<file path="config.mk">
export PLATFORM = sky130hd
export DESIGN_NAME = fips_sequencer
export DESIGN_NICKNAME = d
export VERILOG_FILES = /design/src/verilog/fips_pkg.sv /design/src/verilog/fips_wbuf_if.sv /design/src/verilog/fips_wbuf.sv /design/src/verilog/fips_sequencer.sv
export SDC_FILE = /design/constraint.sdc
export NUM_CORES = 1
export LEC_CHECK = 0
export BUFFER_PORTS_ARGS = -buffer_cell sky130_fd_sc_hd__buf_2
export CORE_MARGIN = 5
export CORE_UTILIZATION = 25
export CTS_BUF_LIST = sky130_fd_sc_hd__clkbuf_4
export DETAILED_ROUTE_END_ITERATION = 16
export PLACE_DENSITY = 0.48
export REMOVE_ABC_BUFFERS = 1
export SLEW_MARGIN = 20
export SYNTH_ARGS = -nofsm -noshare
export SYNTH_HDL_FRONTEND = slang
export SYNTH_SLANG_ARGS = --single-unit
</file>
<file path="constraint.sdc">
create_clock -name i_clk -period 3.3 [get_ports i_clk]
set_input_delay 0.99 -clock i_clk [delete_from_list [all_inputs] [get_ports i_clk]]
set_output_delay 0.99 -clock i_clk [all_outputs]
set_load 0.05 [all_outputs]
</file>
<file path="src/verilog/fips_pkg.sv">
// Behaviour
// - Select 001 plus program trigger erases the addressed page, then trigger clears.
// - Select 000 is write mode; trigger moves the write buffer into flash.
// - Program trigger stays high for the 2.2 ms operation, then drops itself.
// - CPU is held stalled while an erase or write runs.
// - Erase and write are refused unless the erase/write enabled flag is set.
// - Erase always clears a whole page.
// - Write commits the whole buffer as one page; addresses stay inside it.
// - Buffer clear bit empties the write buffer.
// - A page may be written again without erase, for retries.
// - Select 011 is read mode; read enable bit must be set.
// - Read trigger fetches the addressed word into the data registers.
// - Read trigger clears after three instruction cycles; CPU stalls meanwhile.
// - Reads need no unlock.
// - Buffer holds 32 words; pointer steps on high byte, saturates at last.
// - Unlock: select 110, set unlock start, which starts the unlock timer.
// - Key 00,0D,C3 low and 04,09,40 high sets the enabled flag.
// - Unlock start clears when the timer expires, whatever the key.
//
`default_nettype none
package fips_pkg;

    // ****************************************
    // Register map
    // ****************************************
    localparam logic [7:0] FIPS_OFS_CTRL = 8'h00;
    localparam logic [7:0] FIPS_OFS_ADDR_LOW = 8'h04;
    localparam logic [7:0] FIPS_OFS_ADDR_HIGH = 8'h08;
    localparam logic [7:0] FIPS_OFS_WORD_LOW = 8'h0c;
    localparam logic [7:0] FIPS_OFS_WORD_HIGH = 8'h10;
    localparam logic [7:0] FIPS_OFS_KEY_LOW = 8'h14;
    localparam logic [7:0] FIPS_OFS_KEY_HIGH = 8'h20;
    localparam logic [7:0] FIPS_OFS_STEP = 8'h04;

    // ****************************************
    // Control fields
    // ****************************************
    localparam int FIPS_OPSEL_LSB = 0;
    localparam int FIPS_RDEN_BIT = 3;
    localparam int FIPS_PTRIG_BIT = 4;
    localparam int FIPS_RTRIG_BIT = 5;
    localparam int FIPS_UNLK_BIT = 6;
    localparam int FIPS_BCLR_BIT = 7;
    localparam int FIPS_EWEN_BIT = 8;
    localparam logic [2:0] FIPS_OP_WRITE = 3'h0;
    localparam logic [2:0] FIPS_OP_ERASE = 3'h1;
    localparam logic [2:0] FIPS_OP_READ = 3'h3;
    localparam logic [2:0] FIPS_OP_UNLOCK = 3'h6;
    localparam logic [2:0] FIPS_OPSEL_RST = 3'h0;
    localparam logic [15:0] FIPS_WORD_RST = 16'h0000;
    localparam logic [2:0][7:0] FIPS_KEY_LOW = {8'hc3, 8'h0d, 8'h00};
    localparam logic [2:0][7:0] FIPS_KEY_HIGH = {8'h40, 8'h09, 8'h04};

    // ****************************************
    // Geometry and timing
    // ****************************************
    localparam int FIPS_PAGE_WORDS = 32;
    localparam logic [4:0] FIPS_LAST_WORD = 5'h1f;
    localparam int FIPS_CLK_MHZ = 250;
    localparam int FIPS_PROG_TIME_US = 2200;
    localparam int FIPS_PROG_CYCLES = FIPS_PROG_TIME_US * FIPS_CLK_MHZ;
    localparam int FIPS_READ_INSTR = 3;
    localparam int FIPS_CLKS_PER_INSTR = 1;
    localparam int FIPS_READ_CLKS = FIPS_READ_INSTR * FIPS_CLKS_PER_INSTR;
    localparam int FIPS_UNLOCK_CYCLES = 1024;

    typedef enum logic [1:0] {
        FIPS_ST_IDLE = 2'b00,
        FIPS_ST_ERASE = 2'b01,
        FIPS_ST_PROG = 2'b10,
        FIPS_ST_READ = 2'b11
    } fips_state_type;

endpackage
`default_nettype wire

</file>
<file path="src/verilog/fips_wbuf_if.sv">
`timescale 1ns/100ps
`default_nettype none
interface fips_wbuf_if;
    logic load;
    logic [15:0] load_data;
    logic set_ptr;
    logic [4:0] ptr_init;
    logic clear;
    logic [4:0] rd_idx;
    logic [15:0] rd_data;
    logic [4:0] ptr;
    modport ctrl (
        output load, load_data, set_ptr, ptr_init, clear, rd_idx,
        input rd_data, ptr
    );
    modport store (
        input load, load_data, set_ptr, ptr_init, clear, rd_idx,
        output rd_data, ptr
    );
endinterface
`default_nettype wire

</file>
<file path="src/verilog/fips_wbuf.sv">
`timescale 1ns/100ps
`default_nettype none
module fips_wbuf (
    input wire logic i_clk,
    input wire logic i_rst_n,
    fips_wbuf_if.store wb
);
    import fips_pkg::*;

    logic [15:0] mem [FIPS_PAGE_WORDS];
    logic [4:0] ptr_reg;

    // ****************************************
    // Word pointer
    // ****************************************
    always_ff @(posedge i_clk or negedge i_rst_n) begin
        if (!i_rst_n) begin
            ptr_reg <= 5'h00;
        end else if (wb.clear) begin
            ptr_reg <= 5'h00;
        end else if (wb.set_ptr) begin
            ptr_reg <= wb.ptr_init;
        end else if (wb.load && ptr_reg != FIPS_LAST_WORD) begin
            ptr_reg <= ptr_reg + 5'h01;
        end
    end

    // ****************************************
    // Storage, one word per entry
    // ****************************************
    for (genvar i = 0; i < FIPS_PAGE_WORDS; i++) begin : g_word
        always_ff @(posedge i_clk or negedge i_rst_n) begin
            if (!i_rst_n) begin
                mem[i] <= FIPS_WORD_RST;
            end else if (wb.clear) begin
                mem[i] <= FIPS_WORD_RST;
            end else if (wb.load && ptr_reg == 5'(i)) begin
                mem[i] <= wb.load_data;
            end
        end
    end

    assign wb.rd_data = mem[wb.rd_idx];
    assign wb.ptr = ptr_reg;

    a_clear_empties: assert property (@(posedge i_clk) disable iff (!i_rst_n)
        wb.clear |=> (ptr_reg == 5'h00 && mem[0] == FIPS_WORD_RST))
        else $error("Buffer clear did not empty buffer");

    a_ptr_saturates: assert property (@(posedge i_clk) disable iff (!i_rst_n)
        (wb.load && !wb.clear && !wb.set_ptr && ptr_reg == FIPS_LAST_WORD)
        |=> ptr_reg == FIPS_LAST_WORD)
        else $error("Buffer pointer passed page end");

    a_ptr_steps: assert property (@(posedge i_clk) disable iff (!i_rst_n)
        (wb.load && !wb.clear && !wb.set_ptr && ptr_reg != FIPS_LAST_WORD)
        |=> ptr_reg == $past(ptr_reg) + 5'h01)
        else $error("Buffer pointer did not step");
endmodule
`default_nettype wire

</file>
<file path="src/verilog/fips_sequencer.sv">
// Added by the designer: the AHB-Lite interface to the registers and the placing of the registers.
`timescale 1ns/100ps
`default_nettype none
module fips_sequencer #(
    parameter int PROG_CYCLES = fips_pkg::FIPS_PROG_CYCLES,
    parameter int UNLOCK_CYCLES = fips_pkg::FIPS_UNLOCK_CYCLES
) (
    input wire logic i_clk,
    input wire logic i_rst_n,
    input wire logic i_hsel,
    input wire logic [31:0] i_haddr,
    input wire logic [1:0] i_htrans,
    input wire logic i_hwrite,
    input wire logic [2:0] i_hsize,
    input wire logic [31:0] i_hwdata,
    input wire logic i_hready,
    output logic o_hreadyout,
    output logic o_hresp,
    output logic [31:0] o_hrdata,
    output logic o_fl_erase,
    output logic o_fl_wr,
    output logic o_fl_rd,
    output logic [12:0] o_fl_addr,
    output logic [15:0] o_fl_wdata,
    input wire logic [15:0] i_fl_rdata,
    output logic o_cpu_stall
);
    import fips_pkg::*;

    localparam logic [19:0] PROG_LAST = 20'(PROG_CYCLES - 1);
    localparam logic [19:0] READ_LAST = 20'(FIPS_READ_CLKS - 1);
    localparam logic [19:0] UNLOCK_LAST = 20'(UNLOCK_CYCLES - 1);
    localparam logic [19:0] PAGE_END = 20'(FIPS_PAGE_WORDS);
    fips_wbuf_if wb ();
    fips_wbuf u_wbuf (
        .i_clk(i_clk),
        .i_rst_n(i_rst_n),
        .wb(wb.store)
    );

    fips_state_type state_reg;
    logic [19:0] cnt_reg;
    logic [19:0] ucnt_reg;
    logic wr_pend_reg;
    logic [7:0] wr_addr_reg;
    logic [31:0] hrdata_reg;
    logic [2:0] opsel_reg;
    logic rden_reg;
    logic ptrig_reg;
    logic rtrig_reg;
    logic unlk_reg;
    logic ewen_reg;
    logic [7:0] addr_low_reg;
    logic [4:0] addr_high_reg;
    logic [7:0] word_low_reg;
    logic [7:0] word_high_reg;
    logic [2:0][7:0] key_low_reg;
    logic [2:0][7:0] key_high_reg;
    logic fl_erase_reg;
    logic fl_wr_reg;
    logic fl_rd_reg;
    logic [12:0] fl_addr_reg;
    logic [15:0] fl_wdata_reg;
    logic wr_ctrl;
    logic [2:0] wop;
    logic idle;
    logic prog_go;
    logic read_go;
    logic op_done;
    logic key_ok;
    logic [7:0] wofs;

    // ****************************************
    // AHB-Lite slave
    // ****************************************
    always_ff @(posedge i_clk or negedge i_rst_n) begin
        if (!i_rst_n) begin
            wr_pend_reg <= 1'b0;
            wr_addr_reg <= 8'h00;
        end else if (i_hready) begin
            wr_pend_reg <= i_hsel && i_htrans[1] && i_hwrite;
            wr_addr_reg <= i_haddr[7:0];
        end
    end
    function automatic logic [31:0] read_mux(input logic [7:0] a);
        logic [31:0] v;
        v = 32'h0000_0000;
        if (a == FIPS_OFS_CTRL) begin
            v[FIPS_OPSEL_LSB +: 3] = opsel_reg;
            v[FIPS_RDEN_BIT] = rden_reg;
            v[FIPS_PTRIG_BIT] = ptrig_reg;
            v[FIPS_RTRIG_BIT] = rtrig_reg;
            v[FIPS_UNLK_BIT] = unlk_reg;
            v[FIPS_EWEN_BIT] = ewen_reg;
        end else if (a == FIPS_OFS_ADDR_LOW) begin
            v[7:0] = addr_low_reg;
        end else if (a == FIPS_OFS_ADDR_HIGH) begin
            v[4:0] = addr_high_reg;
        end else if (a == FIPS_OFS_WORD_LOW) begin
            v[7:0] = word_low_reg;
        end else if (a == FIPS_OFS_WORD_HIGH) begin
            v[7:0] = word_high_reg;
        end else begin
            for (int k = 0; k < 3; k++) begin
                if (a == FIPS_OFS_KEY_LOW + 8'(k) * FIPS_OFS_STEP) begin
                    v[7:0] = key_low_reg[k];
                end
                if (a == FIPS_OFS_KEY_HIGH + 8'(k) * FIPS_OFS_STEP) begin
                    v[7:0] = key_high_reg[k];
                end
            end
        end
        return v;
    endfunction
    always_ff @(posedge i_clk or negedge i_rst_n) begin
        if (!i_rst_n) begin
            hrdata_reg <= 32'h0000_0000;
        end else if (i_hready && i_hsel && i_htrans[1] && !i_hwrite) begin
            hrdata_reg <= read_mux(i_haddr[7:0]);
        end
    end
    assign o_hreadyout = 1'b1;
    assign o_hresp = 1'b0;
    assign o_hrdata = hrdata_reg;

    // ****************************************
    // Command decode
    // ****************************************
    assign wofs = wr_addr_reg;
    assign wr_ctrl = wr_pend_reg && wofs == FIPS_OFS_CTRL;
    assign wop = i_hwdata[FIPS_OPSEL_LSB +: 3];
    assign idle = state_reg == FIPS_ST_IDLE;
    assign prog_go = wr_ctrl && i_hwdata[FIPS_PTRIG_BIT] && idle
        && ewen_reg
        && (wop == FIPS_OP_ERASE || wop == FIPS_OP_WRITE);
    assign read_go = wr_ctrl && i_hwdata[FIPS_RTRIG_BIT] && idle
        && wop == FIPS_OP_READ && i_hwdata[FIPS_RDEN_BIT];
    assign key_ok = key_low_reg == FIPS_KEY_LOW
        && key_high_reg == FIPS_KEY_HIGH;

    // ****************************************
    // Control register
    // ****************************************
    always_ff @(posedge i_clk or negedge i_rst_n) begin
        if (!i_rst_n) begin
            opsel_reg <= FIPS_OPSEL_RST;
            rden_reg <= 1'b0;
        end else if (wr_ctrl && idle) begin
            opsel_reg <= wop;
            rden_reg <= i_hwdata[FIPS_RDEN_BIT];
        end
    end
    always_ff @(posedge i_clk or negedge i_rst_n) begin
        if (!i_rst_n) begin
            ptrig_reg <= 1'b0;
        end else if (prog_go) begin
            ptrig_reg <= 1'b1;
        end else if (op_done && state_reg != FIPS_ST_READ) begin
            ptrig_reg <= 1'b0;
        end
    end
    always_ff @(posedge i_clk or negedge i_rst_n) begin
        if (!i_rst_n) begin
            rtrig_reg <= 1'b0;
        end else if (read_go) begin
            rtrig_reg <= 1'b1;
        end else if (op_done && state_reg == FIPS_ST_READ) begin
            rtrig_reg <= 1'b0;
        end
    end

    // ****************************************
    // Unlock window and enable flag
    // ****************************************
    always_ff @(posedge i_clk or negedge i_rst_n) begin
        if (!i_rst_n) begin
            unlk_reg <= 1'b0;
            ucnt_reg <= 20'h0_0000;
        end else if (unlk_reg) begin
            ucnt_reg <= ucnt_reg + 20'h0_0001;
            if (ucnt_reg == UNLOCK_LAST) begin
                unlk_reg <= 1'b0;
            end
        end else if (wr_ctrl && i_hwdata[FIPS_UNLK_BIT]
                     && wop == FIPS_OP_UNLOCK && idle) begin
            unlk_reg <= 1'b1;
            ucnt_reg <= 20'h0_0000;
        end
    end
    always_ff @(posedge i_clk or negedge i_rst_n) begin
        if (!i_rst_n) begin
            ewen_reg <= 1'b0;
        end else if (unlk_reg && key_ok) begin
            ewen_reg <= 1'b1;
        end else if (wr_ctrl && !i_hwdata[FIPS_EWEN_BIT]) begin
            ewen_reg <= 1'b0;
        end
    end

    // ****************************************
    // Address, data and key registers
    // ****************************************
    always_ff @(posedge i_clk or negedge i_rst_n) begin
        if (!i_rst_n) begin
            addr_low_reg <= 8'h00;
            addr_high_reg <= 5'h00;
        end else if (wr_pend_reg && idle) begin
            if (wofs == FIPS_OFS_ADDR_LOW) begin
                addr_low_reg <= i_hwdata[7:0];
            end else if (wofs == FIPS_OFS_ADDR_HIGH) begin
                addr_high_reg <= i_hwdata[4:0];
            end
        end
    end
    always_ff @(posedge i_clk or negedge i_rst_n) begin
        if (!i_rst_n) begin
            word_low_reg <= 8'h00;
            word_high_reg <= 8'h00;
        end else if (op_done && state_reg == FIPS_ST_READ) begin
            word_low_reg <= i_fl_rdata[7:0];
            word_high_reg <= i_fl_rdata[15:8];
        end else if (wr_pend_reg && idle) begin
            if (wofs == FIPS_OFS_WORD_LOW) begin
                word_low_reg <= i_hwdata[7:0];
            end else if (wofs == FIPS_OFS_WORD_HIGH) begin
                word_high_reg <= i_hwdata[7:0];
            end
        end
    end
    for (genvar k = 0; k < 3; k++) begin : g_key
        always_ff @(posedge i_clk or negedge i_rst_n) begin
            if (!i_rst_n) begin
                key_low_reg[k] <= 8'h00;
                key_high_reg[k] <= 8'h00;
            end else if (wr_pend_reg) begin
                if (wofs == FIPS_OFS_KEY_LOW + 8'(k) * FIPS_OFS_STEP) begin
                    key_low_reg[k] <= i_hwdata[7:0];
                end else if (wofs == FIPS_OFS_KEY_HIGH
                             + 8'(k) * FIPS_OFS_STEP) begin
                    key_high_reg[k] <= i_hwdata[7:0];
                end
            end
        end
    end

    // ****************************************
    // Write buffer control
    // ****************************************
    assign wb.load = wr_pend_reg && idle && wofs == FIPS_OFS_WORD_HIGH
        && opsel_reg == FIPS_OP_WRITE;
    assign wb.load_data = {i_hwdata[7:0], word_low_reg};
    assign wb.set_ptr = wr_pend_reg && idle && wofs == FIPS_OFS_ADDR_LOW;
    assign wb.ptr_init = i_hwdata[4:0];
    assign wb.clear = wr_ctrl && idle && i_hwdata[FIPS_BCLR_BIT];
    assign wb.rd_idx = cnt_reg[4:0];

    // ****************************************
    // Operation sequencer
    // ****************************************
    always_comb begin
        case (state_reg)
            FIPS_ST_ERASE: op_done = cnt_reg == PROG_LAST;
            FIPS_ST_PROG: op_done = cnt_reg == PROG_LAST;
            FIPS_ST_READ: op_done = cnt_reg == READ_LAST;
            default: op_done = 1'b0;
        endcase
    end
    always_ff @(posedge i_clk or negedge i_rst_n) begin
        if (!i_rst_n) begin
            state_reg <= FIPS_ST_IDLE;
            cnt_reg <= 20'h0_0000;
        end else begin
            case (state_reg)
                FIPS_ST_IDLE: begin
                    cnt_reg <= 20'h0_0000;
                    if (prog_go && wop == FIPS_OP_ERASE) begin
                        state_reg <= FIPS_ST_ERASE;
                    end else if (prog_go) begin
                        state_reg <= FIPS_ST_PROG;
                    end else if (read_go) begin
                        state_reg <= FIPS_ST_READ;
                    end
                end
                default: begin
                    cnt_reg <= cnt_reg + 20'h0_0001;
                    if (op_done) begin
                        state_reg <= FIPS_ST_IDLE;
                    end
                end
            endcase
        end
    end

    // ****************************************
    // Flash array strobes
    // ****************************************
    always_ff @(posedge i_clk or negedge i_rst_n) begin
        if (!i_rst_n) begin
            fl_erase_reg <= 1'b0;
            fl_wr_reg <= 1'b0;
            fl_rd_reg <= 1'b0;
            fl_addr_reg <= 13'h0000;
            fl_wdata_reg <= 16'h0000;
        end else begin
            fl_erase_reg <= prog_go && wop == FIPS_OP_ERASE;
            fl_rd_reg <= read_go;
            fl_wr_reg <= state_reg == FIPS_ST_PROG
                && cnt_reg < PAGE_END;
            fl_wdata_reg <= wb.rd_data;
            if (state_reg == FIPS_ST_PROG) begin
                fl_addr_reg <= {addr_high_reg, addr_low_reg[7:5],
                                cnt_reg[4:0]};
            end else if (idle) begin
                fl_addr_reg <= {addr_high_reg, addr_low_reg};
            end
        end
    end

    assign o_fl_erase = fl_erase_reg;
    assign o_fl_wr = fl_wr_reg;
    assign o_fl_rd = fl_rd_reg;
    assign o_fl_addr = fl_erase_reg ? {fl_addr_reg[12:5], 5'h00}
                                    : fl_addr_reg;
    assign o_fl_wdata = fl_wdata_reg;
    assign o_cpu_stall = !idle;

    // ****************************************
    // Checks
    // ****************************************
    a_erase_needs_flag: assert property (@(posedge i_clk)
        disable iff (!i_rst_n) (o_fl_erase || $rose(ptrig_reg)) |->
        $past(ewen_reg))
        else $error("Erase or write started while locked");
    a_ptrig_full_time: assert property (@(posedge i_clk)
        disable iff (!i_rst_n) $fell(ptrig_reg) |->
        $past(cnt_reg) == PROG_LAST)
        else $error("Program trigger dropped early");
    a_stall_follows: assert property (@(posedge i_clk)
        disable iff (!i_rst_n) o_cpu_stall == (ptrig_reg || rtrig_reg))
        else $error("CPU stall not tied to trigger bits");
    a_read_three: assert property (@(posedge i_clk)
        disable iff (!i_rst_n) $rose(rtrig_reg) |->
        rtrig_reg [*3] ##1 !rtrig_reg)
        else $error("Read trigger wrong length");
    a_read_unlocked: assert property (@(posedge i_clk)
        disable iff (!i_rst_n) read_go |=> (rtrig_reg && o_fl_rd))
        else $error("Read refused");
    a_page_bound: assert property (@(posedge i_clk)
        disable iff (!i_rst_n) (o_fl_wr && $past(o_fl_wr)) |->
        (o_fl_addr[12:5] == $past(o_fl_addr[12:5])
        && o_fl_addr[4:0] == $past(o_fl_addr[4:0]) + 5'h01))
        else $error("Write left page");
    a_unlock_expire: assert property (@(posedge i_clk)
        disable iff (!i_rst_n) $fell(unlk_reg) |->
        $past(ucnt_reg) == UNLOCK_LAST)
        else $error("Unlock window wrong length");
    a_key_enables: assert property (@(posedge i_clk)
        disable iff (!i_rst_n) (unlk_reg && key_ok) |=> ewen_reg)
        else $error("Key match did not enable");
    a_busy_ignored: assert property (@(posedge i_clk)
        disable iff (!i_rst_n) (!idle && !op_done) |=>
        state_reg == $past(state_reg))
        else $error("Running operation disturbed");
    a_read_fetch: assert property (@(posedge i_clk)
        disable iff (!i_rst_n) (op_done && state_reg == FIPS_ST_READ) |=>
        {word_high_reg, word_low_reg} == $past(i_fl_rdata))
        else $error("Read data not captured");
endmodule
`default_nettype wire

</file>
# Yosys cells after proc, flatten, opt, wreduce, memory -nomap -nowiden
# Cells that the tools add are included.
word_totals:
  reg_bits: 694
  inputBits: 90
  out_inout_bits: 67
  elab_cells: 375
op_classes:
  addsub: 3
  order_cmp: 2
  eq_ne: 66
  muxes: 112
  bitwise_logic: 5
  n_reduce_logical: 127
op_table:
  columns: ["op", "n"]
  rows:
  - ["$mux 16", 66]
  - ["$mux 8", 16]
  - ["$reduce_bool 2->1", 41]
  - ["$bmux 16 s5", 1]
  - ["$eq 5x5->1 const B", 16]
  - ["$eq 8x5->1 const B", 8]
  - ["$logic_and 1x1->1", 63]
  - ["$mux 20", 3]
  - ["$eq 8x6->1 const B", 6]
  - ["$add 20x1->20 const B", 2]
  - ["$eq 5x4->1 const B", 8]
  - ["$eq 8x4->1 const B", 4]
  - ["$mux 13", 2]
  - ["$mux 5", 5]
  - ["$eq 24x23->1 const B", 1]
  - ["$eq 24x24->1 const B", 1]
  - ["$eq 20x10->1 const B", 1]
  - ["$eq 20x2->1 const B", 1]
  - ["$eq 20x20->1 const B", 1]
  - ["$eq 5x3->1 const B", 4]
  - ["$lt 20x6->1 const B", 1]
  - ["$eq 8x3->1 const B", 2]
  - ["$logic_not 8->1", 2]
  - ["$reduce_and 3->1", 5]
  - ["27 further kinds", 55]

# Longest topological paths before layout
# Gate-level depths: netlist of run 1.
depth:
  ltp_word: 12
  depth_mapped: 10
  depth_no_buf: 7

# Modules after synthesis
# From an unflattened synthesis of run 1, not the netlist that was laid out.
unflattened:
  hier_cells: 3753
  hier_area_um2: 34116.5
by_module_without_submodules:
  columns: ["mod", "instances", "cells_each", "area_each_um2"]
  rows:
  - ["fips_wbuf", 1, 2930, 25423.1]
  - ["fips_sequencer", 1, 823, 8693.3]

# Least setup slack after synthesis of run 1
# OpenSTA, ideal clock, no wires.
synth_path:
  kind: "input to register"
  startpoint: "input port i_haddr[4]"
  endpoint: "register hrdata_reg[6], in the netlist o_hrdata[6]"
  setup_ns: 0.141
  t_arrival_ns: 2.677
  slack_ns: 0.482
  path_stages: 7
  path_buffers: 2
  path_cell_list: "clkbuf_1 -> nor4b_1 -> and3_1 -> clkbuf_1 -> a222oi_1 -> o41ai_1 -> a31oi_1"
synth_between:
  elab_chain_len: 12
  elab_cells_between_ends: 22
  classes_between: "eq/ne (10); mux (11); reduce/logical (1)"
synth_rtl:
  columns: ["item", "line", "source"]
  rows:
  - ["start: declaration", "fips_sequencer.sv:11", "input wire logic [31:0] i_haddr,"]
  - ["$eq 8x5->1", "fips_sequencer.sv:105", "if (a == FIPS_OFS_KEY_LOW + 8'(k) * FIPS_OFS_STEP) begin"]
  - ["$mux 8", "fips_sequencer.sv:105", null]
  - ["$mux 8", "fips_sequencer.sv:108", "if (a == FIPS_OFS_KEY_HIGH + 8'(k) * FIPS_OFS_STEP) begin"]
  - ["$mux 8", "fips_sequencer.sv:105", null]
  - ["$mux 8", "fips_sequencer.sv:108", null]
  - ["$mux 8", "fips_sequencer.sv:105", null]
  - ["$mux 8", "fips_sequencer.sv:108", null]
  - ["$mux 8", "fips_sequencer.sv:101", "end else if (a == FIPS_OFS_WORD_HIGH) begin"]
  - ["$mux 8", "fips_sequencer.sv:99", "end else if (a == FIPS_OFS_WORD_LOW) begin"]
  - ["$mux 3", "fips_sequencer.sv:97", "end else if (a == FIPS_OFS_ADDR_HIGH) begin"]
  - ["$mux 8", "fips_sequencer.sv:95", "end else if (a == FIPS_OFS_ADDR_LOW) begin"]
  - ["$mux 7 (*)", "fips_sequencer.sv:88", "if (a == FIPS_OFS_CTRL) begin"]
  - ["end signal: assignment", "fips_sequencer.sv:119", "hrdata_reg <= read_mux(i_haddr[7:0]);"]
  - ["end: declaration", "fips_sequencer.sv:46", "logic [31:0] hrdata_reg;"]
# Mark *: on every way between the ends. The rest lies on a longest branch, timed or not.
# A chain may end at the register's enable or synchronous reset.

# Worst setup path in the final report of run 1
layout_path:
  startpoint: "register state_reg[0]"
  endpoint: "output port o_cpu_stall"
layout_between:
  elab_chain_len: 2
layout_rtl:
  columns: ["item", "line", "source"]
  rows:
  - ["start: declaration", "fips_sequencer.sv:41", "fips_state_type state_reg;"]
  - ["start signal: assignment", "fips_sequencer.sv:270", "state_reg <= FIPS_ST_IDLE;"]
  - ["start signal: assignment", "fips_sequencer.sv:277", "state_reg <= FIPS_ST_ERASE;"]
  - ["start signal: assignment", "fips_sequencer.sv:279", "state_reg <= FIPS_ST_PROG;"]
  - ["$logic_not 2->1", "fips_sequencer.sv:132", "assign idle = state_reg == FIPS_ST_IDLE;"]
  - ["$logic_not 1->1", "fips_sequencer.sv:325", "assign o_cpu_stall = !idle;"]
  - ["end: declaration", "fips_sequencer.sv:26", "output logic o_cpu_stall"]
# Every way passes these cells.

==> results of run 1 <==
[routing by layer]
metal  vias up  wire (µm)  GRT usage
met5         -         13          0
met4         2       2800     0.0518
met3       200       4490     0.0279
met2       504      49400      0.231
met1     12200      47200      0.191
li1      10700          -          -
[what timing repair did]
action,in CTS,in global routing
endpoints found under the hold margin,61,0
resized for setup,10,0
hold buffers,8,0
setup endpoints to repair,5,0
[layout make-up]
type	instances	area, µm²
Antenna cell	4	10.0
Clock buffer	281	2110
Clock inverter	41	293
Fill cell	14200	97400
Inverter	25	93.8
Multi-Input combinational cell	1939	15500
Sequential cell	694	17400
Tap cell	1794	2240
Timing Repair Buffer	215	1870
[power groups by stage]
stage / clock network, mW / logic, mW / registers, mW
finish: 7.98 / 1.65 / 9.20
global route: 8.77 / 1.83 / 9.25
CTS: 8.34 / 1.68 / 9.20
detailed placement: 0 / 1.66 / 9.36
global placement: 0 / 1.64 / 9.35
floorplan: 0 / 0.814 / 9.46
[cell usage in the layout, fill, tap and decap left out, drive strengths merged, types with 49 or more instances in the layout]
| cell type | count |
|---|---|
| buf | 207 |
| o21ai | 54 |
| nand2 | 89 |
| nand3 | 49 |
| mux2i | 546 |
| mux4 | 144 |
| clkbuf | 281 |
| mux2 | 62 |
| dfrtp | 694 |
| nor2 | 583 |
[critical path: stages (launching register included)]
cell and delay (ps):
dfrtp_1 400, nor2_4 190, inv_2 160, buf_4 230
[final timing paths]
| kind | endpoint | slack (ps) | cells past startpoint |
|---|---|---|---|
| hold reg to reg | fl_addr_reg[3] | 480 | 2 |
| max in group asynchronous | word_low_reg[2] | 1960 | 4 |
| min in group asynchronous | u_wbuf.mem[211] | 370 | 2 |
| hold / removal | word_high_reg[0] | 170 | 3 |
| setup reg to reg | u_wbuf.mem[127] | 410 | 8 |
| setup / recovery | o_cpu_stall | 210 | 3 |
[kinds of logic after synthesis]
family | synth area share
AOI/OAI and AO/OA | 0.0442
xor gates and xnor gates | 0.00612
adders and majority gates | 0.00292
buffers and inverters | 0.0468
DFF | 0.506
muxes | 0.274
other | 0.000219
and+or+nand+nor | 0.120
[synthesized netlist by cell type (all sizes together) (17+ instances only)]
library cell  count
xor2             17
nor4             24
mux2i           546
buf             158
mux4            144
o21ai            54
mux2             62
clkbuf          150
nor3             31
nor2            583
inv              24
nand2            89
nand4            21
a211oi           20
a21oi            41
nand3            49
dfrtp           694
==> metrics, run 1 <==
Rel. slew slack=0.351; number of flip-flops in the largest register=512; gp weighted congestion=0.847; RSZ-0062 raised after global routing=no; outcome=complete, no violations; top cell type's share of synthesized area=0.506; Initial Util=0.251; asr flop ratio synth=1.00; final cell count without fillers=4993; Area Growth Syn to Fin=15.2%; Distinct cells, synth=77; switching share of total power=0.273; clock-pin slew on the worst setup and hold paths=60 ps; skew final=80.4 ps; DP HPWL=63400 µm; P_int=13.7 mW; Antenna Nets Post-Route=0; number of global-route vias before repair=24700; layout cells sized above 1=0.238; Hold Crit Class=in2reg; Setup-failing EPs final=0; Clk pwr share=0.424; Clock Path Buffers=3; max-cap violations=0; final net count=3161; initial antenna violation count=4; Flop pwr share=0.489; part of the power in combinational logic=0.087; r2r startpoint=wofs[1]; width of the die=381 µm; Congestion Overflow GR=0; Pwr Density=476 nW/µm²; maximum VDD drop=0.298 mV; Critical Path RT=2310 ps; Tot Pwr=18.8 mW; Post-synth EDFFs=0; 1st-iter DRT viols=1896; Post-DP Area=37000 µm²; CP arrival=2100 ps; root buffer cell=clkbuf_4; setup ws final=214 ps; Place WS=496 ps; crit-path max FO=9; hold path startpoint=i_fl_rdata[8]; clk_lat worst skew=1120 ps; row count=136; sequential fraction of the synthesis area=0.506; final worst-path cycle share=0.935; crit end category=output pin; hold_ws=168 ps; Yosys reg bits=694; post-route cell area=39500 µm²; final WL=104000 µm; synthesized instance count=2943; largest net degree at the start of global routing=95; vias per cell=4.73; DR WL/cell=20.8 µm; count of final hold-check violations=0; final-report max-slew violation count=0; placed cells=4659; crit path launch type=flop; Die H=381 µm; PortBufs=80; first-pass GRT wire length=159000 µm; CTS buffer count=188; die area=145000 µm²; Final min period=3090 ps; Psw=5.15 mW; Total GRT Usage=0.143; final core occ=0.289; top cells by area, synth=dfrtp_1 51%, mux2i_1 16%, mux4_2 9.4%; core area=137000 µm²; slew at the pin with the worst max-slew slack=971 ps; Static Leak=17.6 nW; # DRC=0; setup_tns=0 ps; area leader, netlist=dfrtp_1; syn avg cell area=11.7 µm²; via count=23600; CTS H-tree depth=4; Critical Path Start=state_reg[0]; Crit Path Category=reg2out; Setup Buffers After CTS=0; YS warnings=0; clk sink count=694; Mapped Area=34300 µm²; ys flop type=dfrtp_1; CTS tree=yes; IO Pins=157; maximum clock frequency=324 MHz; Detailed Routing Iterations Pass 1=6
(Power assumes the default switching activity.)
==> run 2, diff against run 1 <==
- ABC_AREA: default -> 1
==> metrics, run 2 <==
outcome=complete, no violations; setup_tns=0 ps (unchanged); Rel. slew slack=0.298 (-0.0529); number of global-route vias before repair=28000 (+13%); IO Pins=157 (unchanged); Final min period=3190 ps (+107 ps); Crit Path Category=reg2out; Clock Path Buffers=3 (unchanged); clock-pin slew on the worst setup and hold paths=60 ps (about the same); width of the die=369 µm (-2.9%); syn avg cell area=8.23 µm² (-29%); crit-path max FO=6 (-3); post-route cell area=37200 µm² (-6.0%); Antenna Nets Post-Route=0 (unchanged); Tot Pwr=19.6 mW (+4.0%); root buffer cell=clkbuf_4; crit path launch type=flop; sequential fraction of the synthesis area=0.538 (+0.0319); most frequent cells in the layout=889 x nand2_1, 692 x dfrtp_1, 613 x o21ai_0; Area Growth Syn to Fin=15.2% (about the same); DP HPWL=70200 µm (+11%); count of final hold-check violations=0 (unchanged); hold_ws=132 ps (-35.5 ps); Distinct cells, synth=51 (-34%); crit end category=output pin; Post-synth EDFFs=0 (unchanged); skew final=103 ps (+22.1 ps); final core occ=0.290 (+0.00178); most common cell in the netlist=nand2_1; CTS H-tree depth=4 (unchanged); top cells by area, synth=dfrtp_1 54%, nand2_1 10%, o21ai_0 9.5%; first-pass GRT wire length=177000 µm (+11%); wl on met1=55100 µm (+17%); Reg2Reg Setup Slack=540 ps (+130 ps); layout cells sized above 1=0.134 (-0.105); asr flop ratio synth=1.00 (unchanged); top post-synthesis cells by count=896 x nand2_1, 694 x dfrtp_1, 613 x o21ai_0; crit path capture=o_fl_addr[1]; Total GRT Usage=0.167 (+0.0246); Detailed Routing Iterations Pass 1=7 (+1); worst hold path depth=3 (unchanged); top cell type's share of synthesized area=0.538 (+0.0319); Critical Path Start=o_fl_erase; clk_lat worst skew=1140 ps (+20 ps); Yosys reg bits=694 (unchanged); max-cap violations=0 (unchanged); # DRC=0 (unchanged); largest net degree at the start of global routing=103 (+8.4%); final WL=115000 µm (+11%); Static Leak=17.2 nW (-2.8%); maximum VDD drop=0.346 mV (+16%); CTS buffer count=186 (-1.1%); Initial Util=0.252 (+0.00166); row count=131 (-3.7%); CP arrival=2200 ps (+100 ps); worst-path cell chain=nor2_2, buf_4; CTS tree=yes; core area=128000 µm² (-6.5%); Post-DP Area=34600 µm² (-6.7%); DR WL/cell=19.5 µm (-6.4%); commonest non-fill, non-tap cell in the layout=nand2_1; Max stage delay cell, worst path=dfrtp_1; gp weighted congestion=0.849 (+0.18%); number of flip-flops in the largest register=512 (unchanged); final worst-path cycle share=0.968 (+0.0324); RSZ-0062 raised after global routing=yes; final-report max-slew violation count=0 (unchanged); Die H=369 µm (-2.9%); slew at the pin with the worst max-slew slack=1050 ps (+78.1 ps); end of the worst register-to-register path=u_wbuf.mem[481]; YS warnings=0 (unchanged); r2r startpoint=wofs[7]; routed wl met2=48600 µm (-1.7%); Setup-failing EPs final=0 (unchanged); maximum clock frequency=313 MHz (-3.3%); Critical Path RT=2310 ps (about the same); Pwr Density=527 nW/µm² (+11%); Mapped Area=32300 µm² (-5.9%); synthesized instance count=3925 (+33%); Largest stage delay, worst path=540 ps (+140 ps); clk sink count=694 (unchanged); die area=136000 µm² (-5.8%); R2R cell count=9 (+1); ys flop type=dfrtp_1; WL met3=8630 µm (+92%); area leader, netlist=dfrtp_1; highest routed layer=met5; vias per cell=4.84 (+2.3%); 1st-iter DRT viols=2646 (+40%); initial antenna violation count=5 (+1); PortBufs=80 (unchanged); final net count=4119 (+30%); via count=28600 (+21%); Congestion Overflow GR=0 (unchanged); Hold Crit Class=in2reg
## run 2: worst max-delay path: cells and delay by family, from the launching register on
kind | cells | cell delay [ps]
flops | 1 | 540
buf+inv | 1 | 250
simple gates | 1 | 320
## run 2: layout make-up
cell class | instances | area (µm²)
Tap cell | 1729 | 2160
Fill cell | 13900 | 90800
Inverter | 185 | 703
Multi-Input combinational cell | 2769 | 12900
Timing Repair Buffer | 185 | 1560
Sequential cell | 694 | 17400
Clock buffer | 291 | 2180
Clock inverter | 42 | 253
Antenna cell | 9 | 22.5
## run 2: worst min-delay path by stage
| stage | endpoint | from | slack (ps) |
|---|---|---|---|
| floorplan | u_wbuf.mem[144] | u_wbuf.mem[144] | 450 |
| global placement | u_wbuf.mem[417] | u_wbuf.mem[417] | 460 |
| detailed placement | fl_addr_reg[8] | fl_addr_reg[8] | 470 |
| CTS | word_high_reg[7] | i_fl_rdata[15] | 0.6 |
| global route | word_high_reg[7] | i_fl_rdata[15] | 70 |
| finish | word_high_reg[7] | i_fl_rdata[15] | 130 |
## run 2: power breakdown
group | internal, mW | switching, mW
registers | 9.07 | 0.330
clock network | 4.21 | 3.85
logic | 0.600 | 1.53
total | 13.9 | 5.71
## run 2: what timing repair did
action / CTS / global route
hold buffers: 10 / 0
buffers inserted: 3 / 0
cloned: 0 / 0
setup endpoints to repair: 5 / 2
pin swaps: 1 / 0
gates resized for setup: 16 / 0
hold endpoints to repair: 42 / 0
## run 2: cell families after synthesis
| group | share of synthesized area |
|---|---|
| other | 0.000233 |
| adder cells (fa/ha/maj) | 0.00310 |
| buffers and inverters | 0.0655 |
| AND/OR/NAND/NOR | 0.195 |
| AO/OA/AOI/OAI | 0.197 |
| XOR/XNOR | 0.00109 |
| flip-flops | 0.538 |
## run 2: metal layers
layer / GRT usage / up-vias
met2: 0.242 / 979
met5: 0 / -
li1: - / 13400
met4: 0.0523 / 2
met3: 0.0389 / 163
met1: 0.246 / 14000
## run 2: stage by stage
stage,std cells,setup slack [ps]
after CTS,5895,-3.31
after global routing,5900,-13.8
after global placement,5549,299
final,5904,107
after floorplan,3648,-7270
after detailed placement,5549,302
==> run 3, diff against run 2 <==
- PLACE_DENSITY: 0.48 -> 0.5
- clock period: 3.3 -> 2.6 ns (I/O delays scaled with it)
==> metrics, run 3 (synthesized netlist as in run 2, its figures left out) <==
number of global-route vias before repair=28400 (+1.4%); Total GRT Usage=0.167 (about the same); Critical Path RT=1820 ps (-490 ps); crit path launch type=flop; IO Pins=157 (unchanged); clk_lat worst skew=1180 ps (+40 ps); Clk pwr share=0.400 (-0.012); outcome=complete, but fails checks; largest net degree at the start of global routing=90 (-13%); layout cells sized above 1=0.153 (+0.0191); first-pass GRT wire length=177000 µm (-0.12%); DP HPWL=72700 µm (+3.6%); part of the power in combinational logic=0.119 (+0.010); vias per cell=4.83 (-0.22%); switching share of total power=0.295 (+0.00369); CTS tree=yes; DR WL/cell=19.1 µm (-1.7%); Congestion Overflow GR=0 (unchanged); count of final hold-check violations=0 (unchanged); filler instances=13900 (-0.22%); area of the multi-input gates=13000 µm² (+0.23%); hold_ws=124 ps (-8.76 ps); Psw=7.33 mW (+28%); most frequent cells in the layout=891 x nand2_1, 690 x dfrtp_1, 613 x o21ai_0; Clock Path Buffers=3 (unchanged); failing checks=setup timing; core area=128000 µm² (unchanged); r2r startpoint=state_reg[0]; crit-path max FO=2 (-4); PortBufs=80 (unchanged); Static Leak=17.9 nW (+4.5%); Critical Path Start=state_reg[0]; initial antenna violation count=2 (-3); register area=17400 µm² (about the same); final worst-path cycle share=1.10; number of flip-flops in the largest register=512 (unchanged); hold path startpoint=i_htrans[1]; RSZ-0062 raised after global routing=yes; # DRC=0 (unchanged); die area=136000 µm² (unchanged); crit end category=output pin; Detailed Routing Iterations Pass 1=5 (-2); Hold Crit Class=in2reg; Flop pwr share=0.480 (about the same); Place WS=6.77 ps (-295 ps); P_int=17.5 mW (+26%); Area Growth Syn to Fin=20.5%; CP arrival=2090 ps (-110 ps); Crit Path Category=reg2out; Final min period=2870 ps; Antenna Nets Post-Route=0 (unchanged); commonest non-fill, non-tap cell in the layout=nand2_1; gp weighted congestion=0.869 (+2.3%); max-cap violations=0 (unchanged); placed cells=5643 (+1.7%); final WL=116000 µm (+0.68%); final-report max-slew violation count=0 (unchanged); Die H=369 µm (unchanged); R2R cell count=9 (unchanged); root buffer cell=clkbuf_4; row count=131 (unchanged); setup ws final=-270 ps (-377 ps); Setup-failing EPs final=7 (+7); final core occ=0.304 (+0.0134); width of the die=369 µm (unchanged); post-route cell area=38900 µm² (+4.6%); clk sink count=694 (unchanged); via count=29200 (+2.2%); Tot Pwr=24.8 mW (+27%); maximum VDD drop=0.438 mV (+27%); slew at the pin with the worst max-slew slack=790 ps (-259 ps); final net count=4262 (+3.5%); final cell count without fillers=6045 (+2.4%); CTS H-tree depth=4 (unchanged); skew final=90.8 ps (-11.7 ps); setup_tns=-581 ps (-581 ps); worst hold path depth=5 (+2); Pwr Density=638 nW/µm² (+21%); Rel. slew slack=0.473 (+0.175); Initial Util=0.252 (unchanged); CTS buffer count=184 (-1.1%); maximum clock frequency=348 MHz; 1st-iter DRT viols=2677 (+1.2%); clock-pin slew on the worst setup and hold paths=70 ps (about the same); Post-DP Area=35700 µm² (+3.3%)
==> run 3: per-layer routing <==
| layer | part of all wire | global-route usage | routed length, µm | up-vias |
|---|---|---|---|---|
| li1 | - | - | - | 13700 |
| met1 | 0.47 | 0.243 | 53900 | 14200 |
| met2 | 0.43 | 0.243 | 49500 | 1076 |
| met3 | 0.081 | 0.0395 | 9360 | 195 |
| met4 | 0.026 | 0.0593 | 3070 | 0 |
| met5 | 0 | 0 | 0 | - |
==> run 3: worst max-delay path, cell delays in order (launching register included) <==
cell and delay, ps:
dfrtp_1 410, nor2_4 150, buf_12 110, clkinvlp_4 130, buf_8 180
==> run 3: power groups by stage <==
stage	sequential, mW	combinational, mW	clock [mW]
global route	12.0	3.29	10.8
detailed placement	12.1	2.82	0
CTS	11.9	2.96	10.2
global placement	12.1	2.79	0
floorplan	12.2	1.34	0
finish	11.9	2.96	9.94
==> run 3: worst paths after layout <==
path,to,slack (ps)
min in group asynchronous,u_wbuf.mem[467],130
worst max-delay path,o_cpu_stall,-270
worst max register to register,u_wbuf.mem[194],180
worst min register to register,u_wbuf.mem[160],480
worst min-delay path,o_hrdata[7],120
max in group asynchronous,u_wbuf.mem[357],1610
==> run 3: cell type report <==
| cell class | instances | area share |
|---|---|---|
| diodes | 11 | 0.000708 |
| clock buffers | 272 | 0.0525 |
| clock inverters | 55 | 0.00823 |
| inverters | 185 | 0.0183 |
| multi-input cells | 2769 | 0.333 |
| flip-flops and latches | 694 | 0.447 |
| well taps | 1729 | 0.0556 |
| repair buffers | 329 | 0.0848 |
| repair inverters | 1 | 0.000129 |
==> run 3: what timing repair did <==
item                                    4_1_cts  5_1_grt
resized for setup                            64       12
endpoints found under the hold margin       453        0
gates cloned                                  0        1
hold buffers                                 53        0
pin swaps                                     6        2
setup buffers                                 4        6
endpoints found under the setup margin       35      307
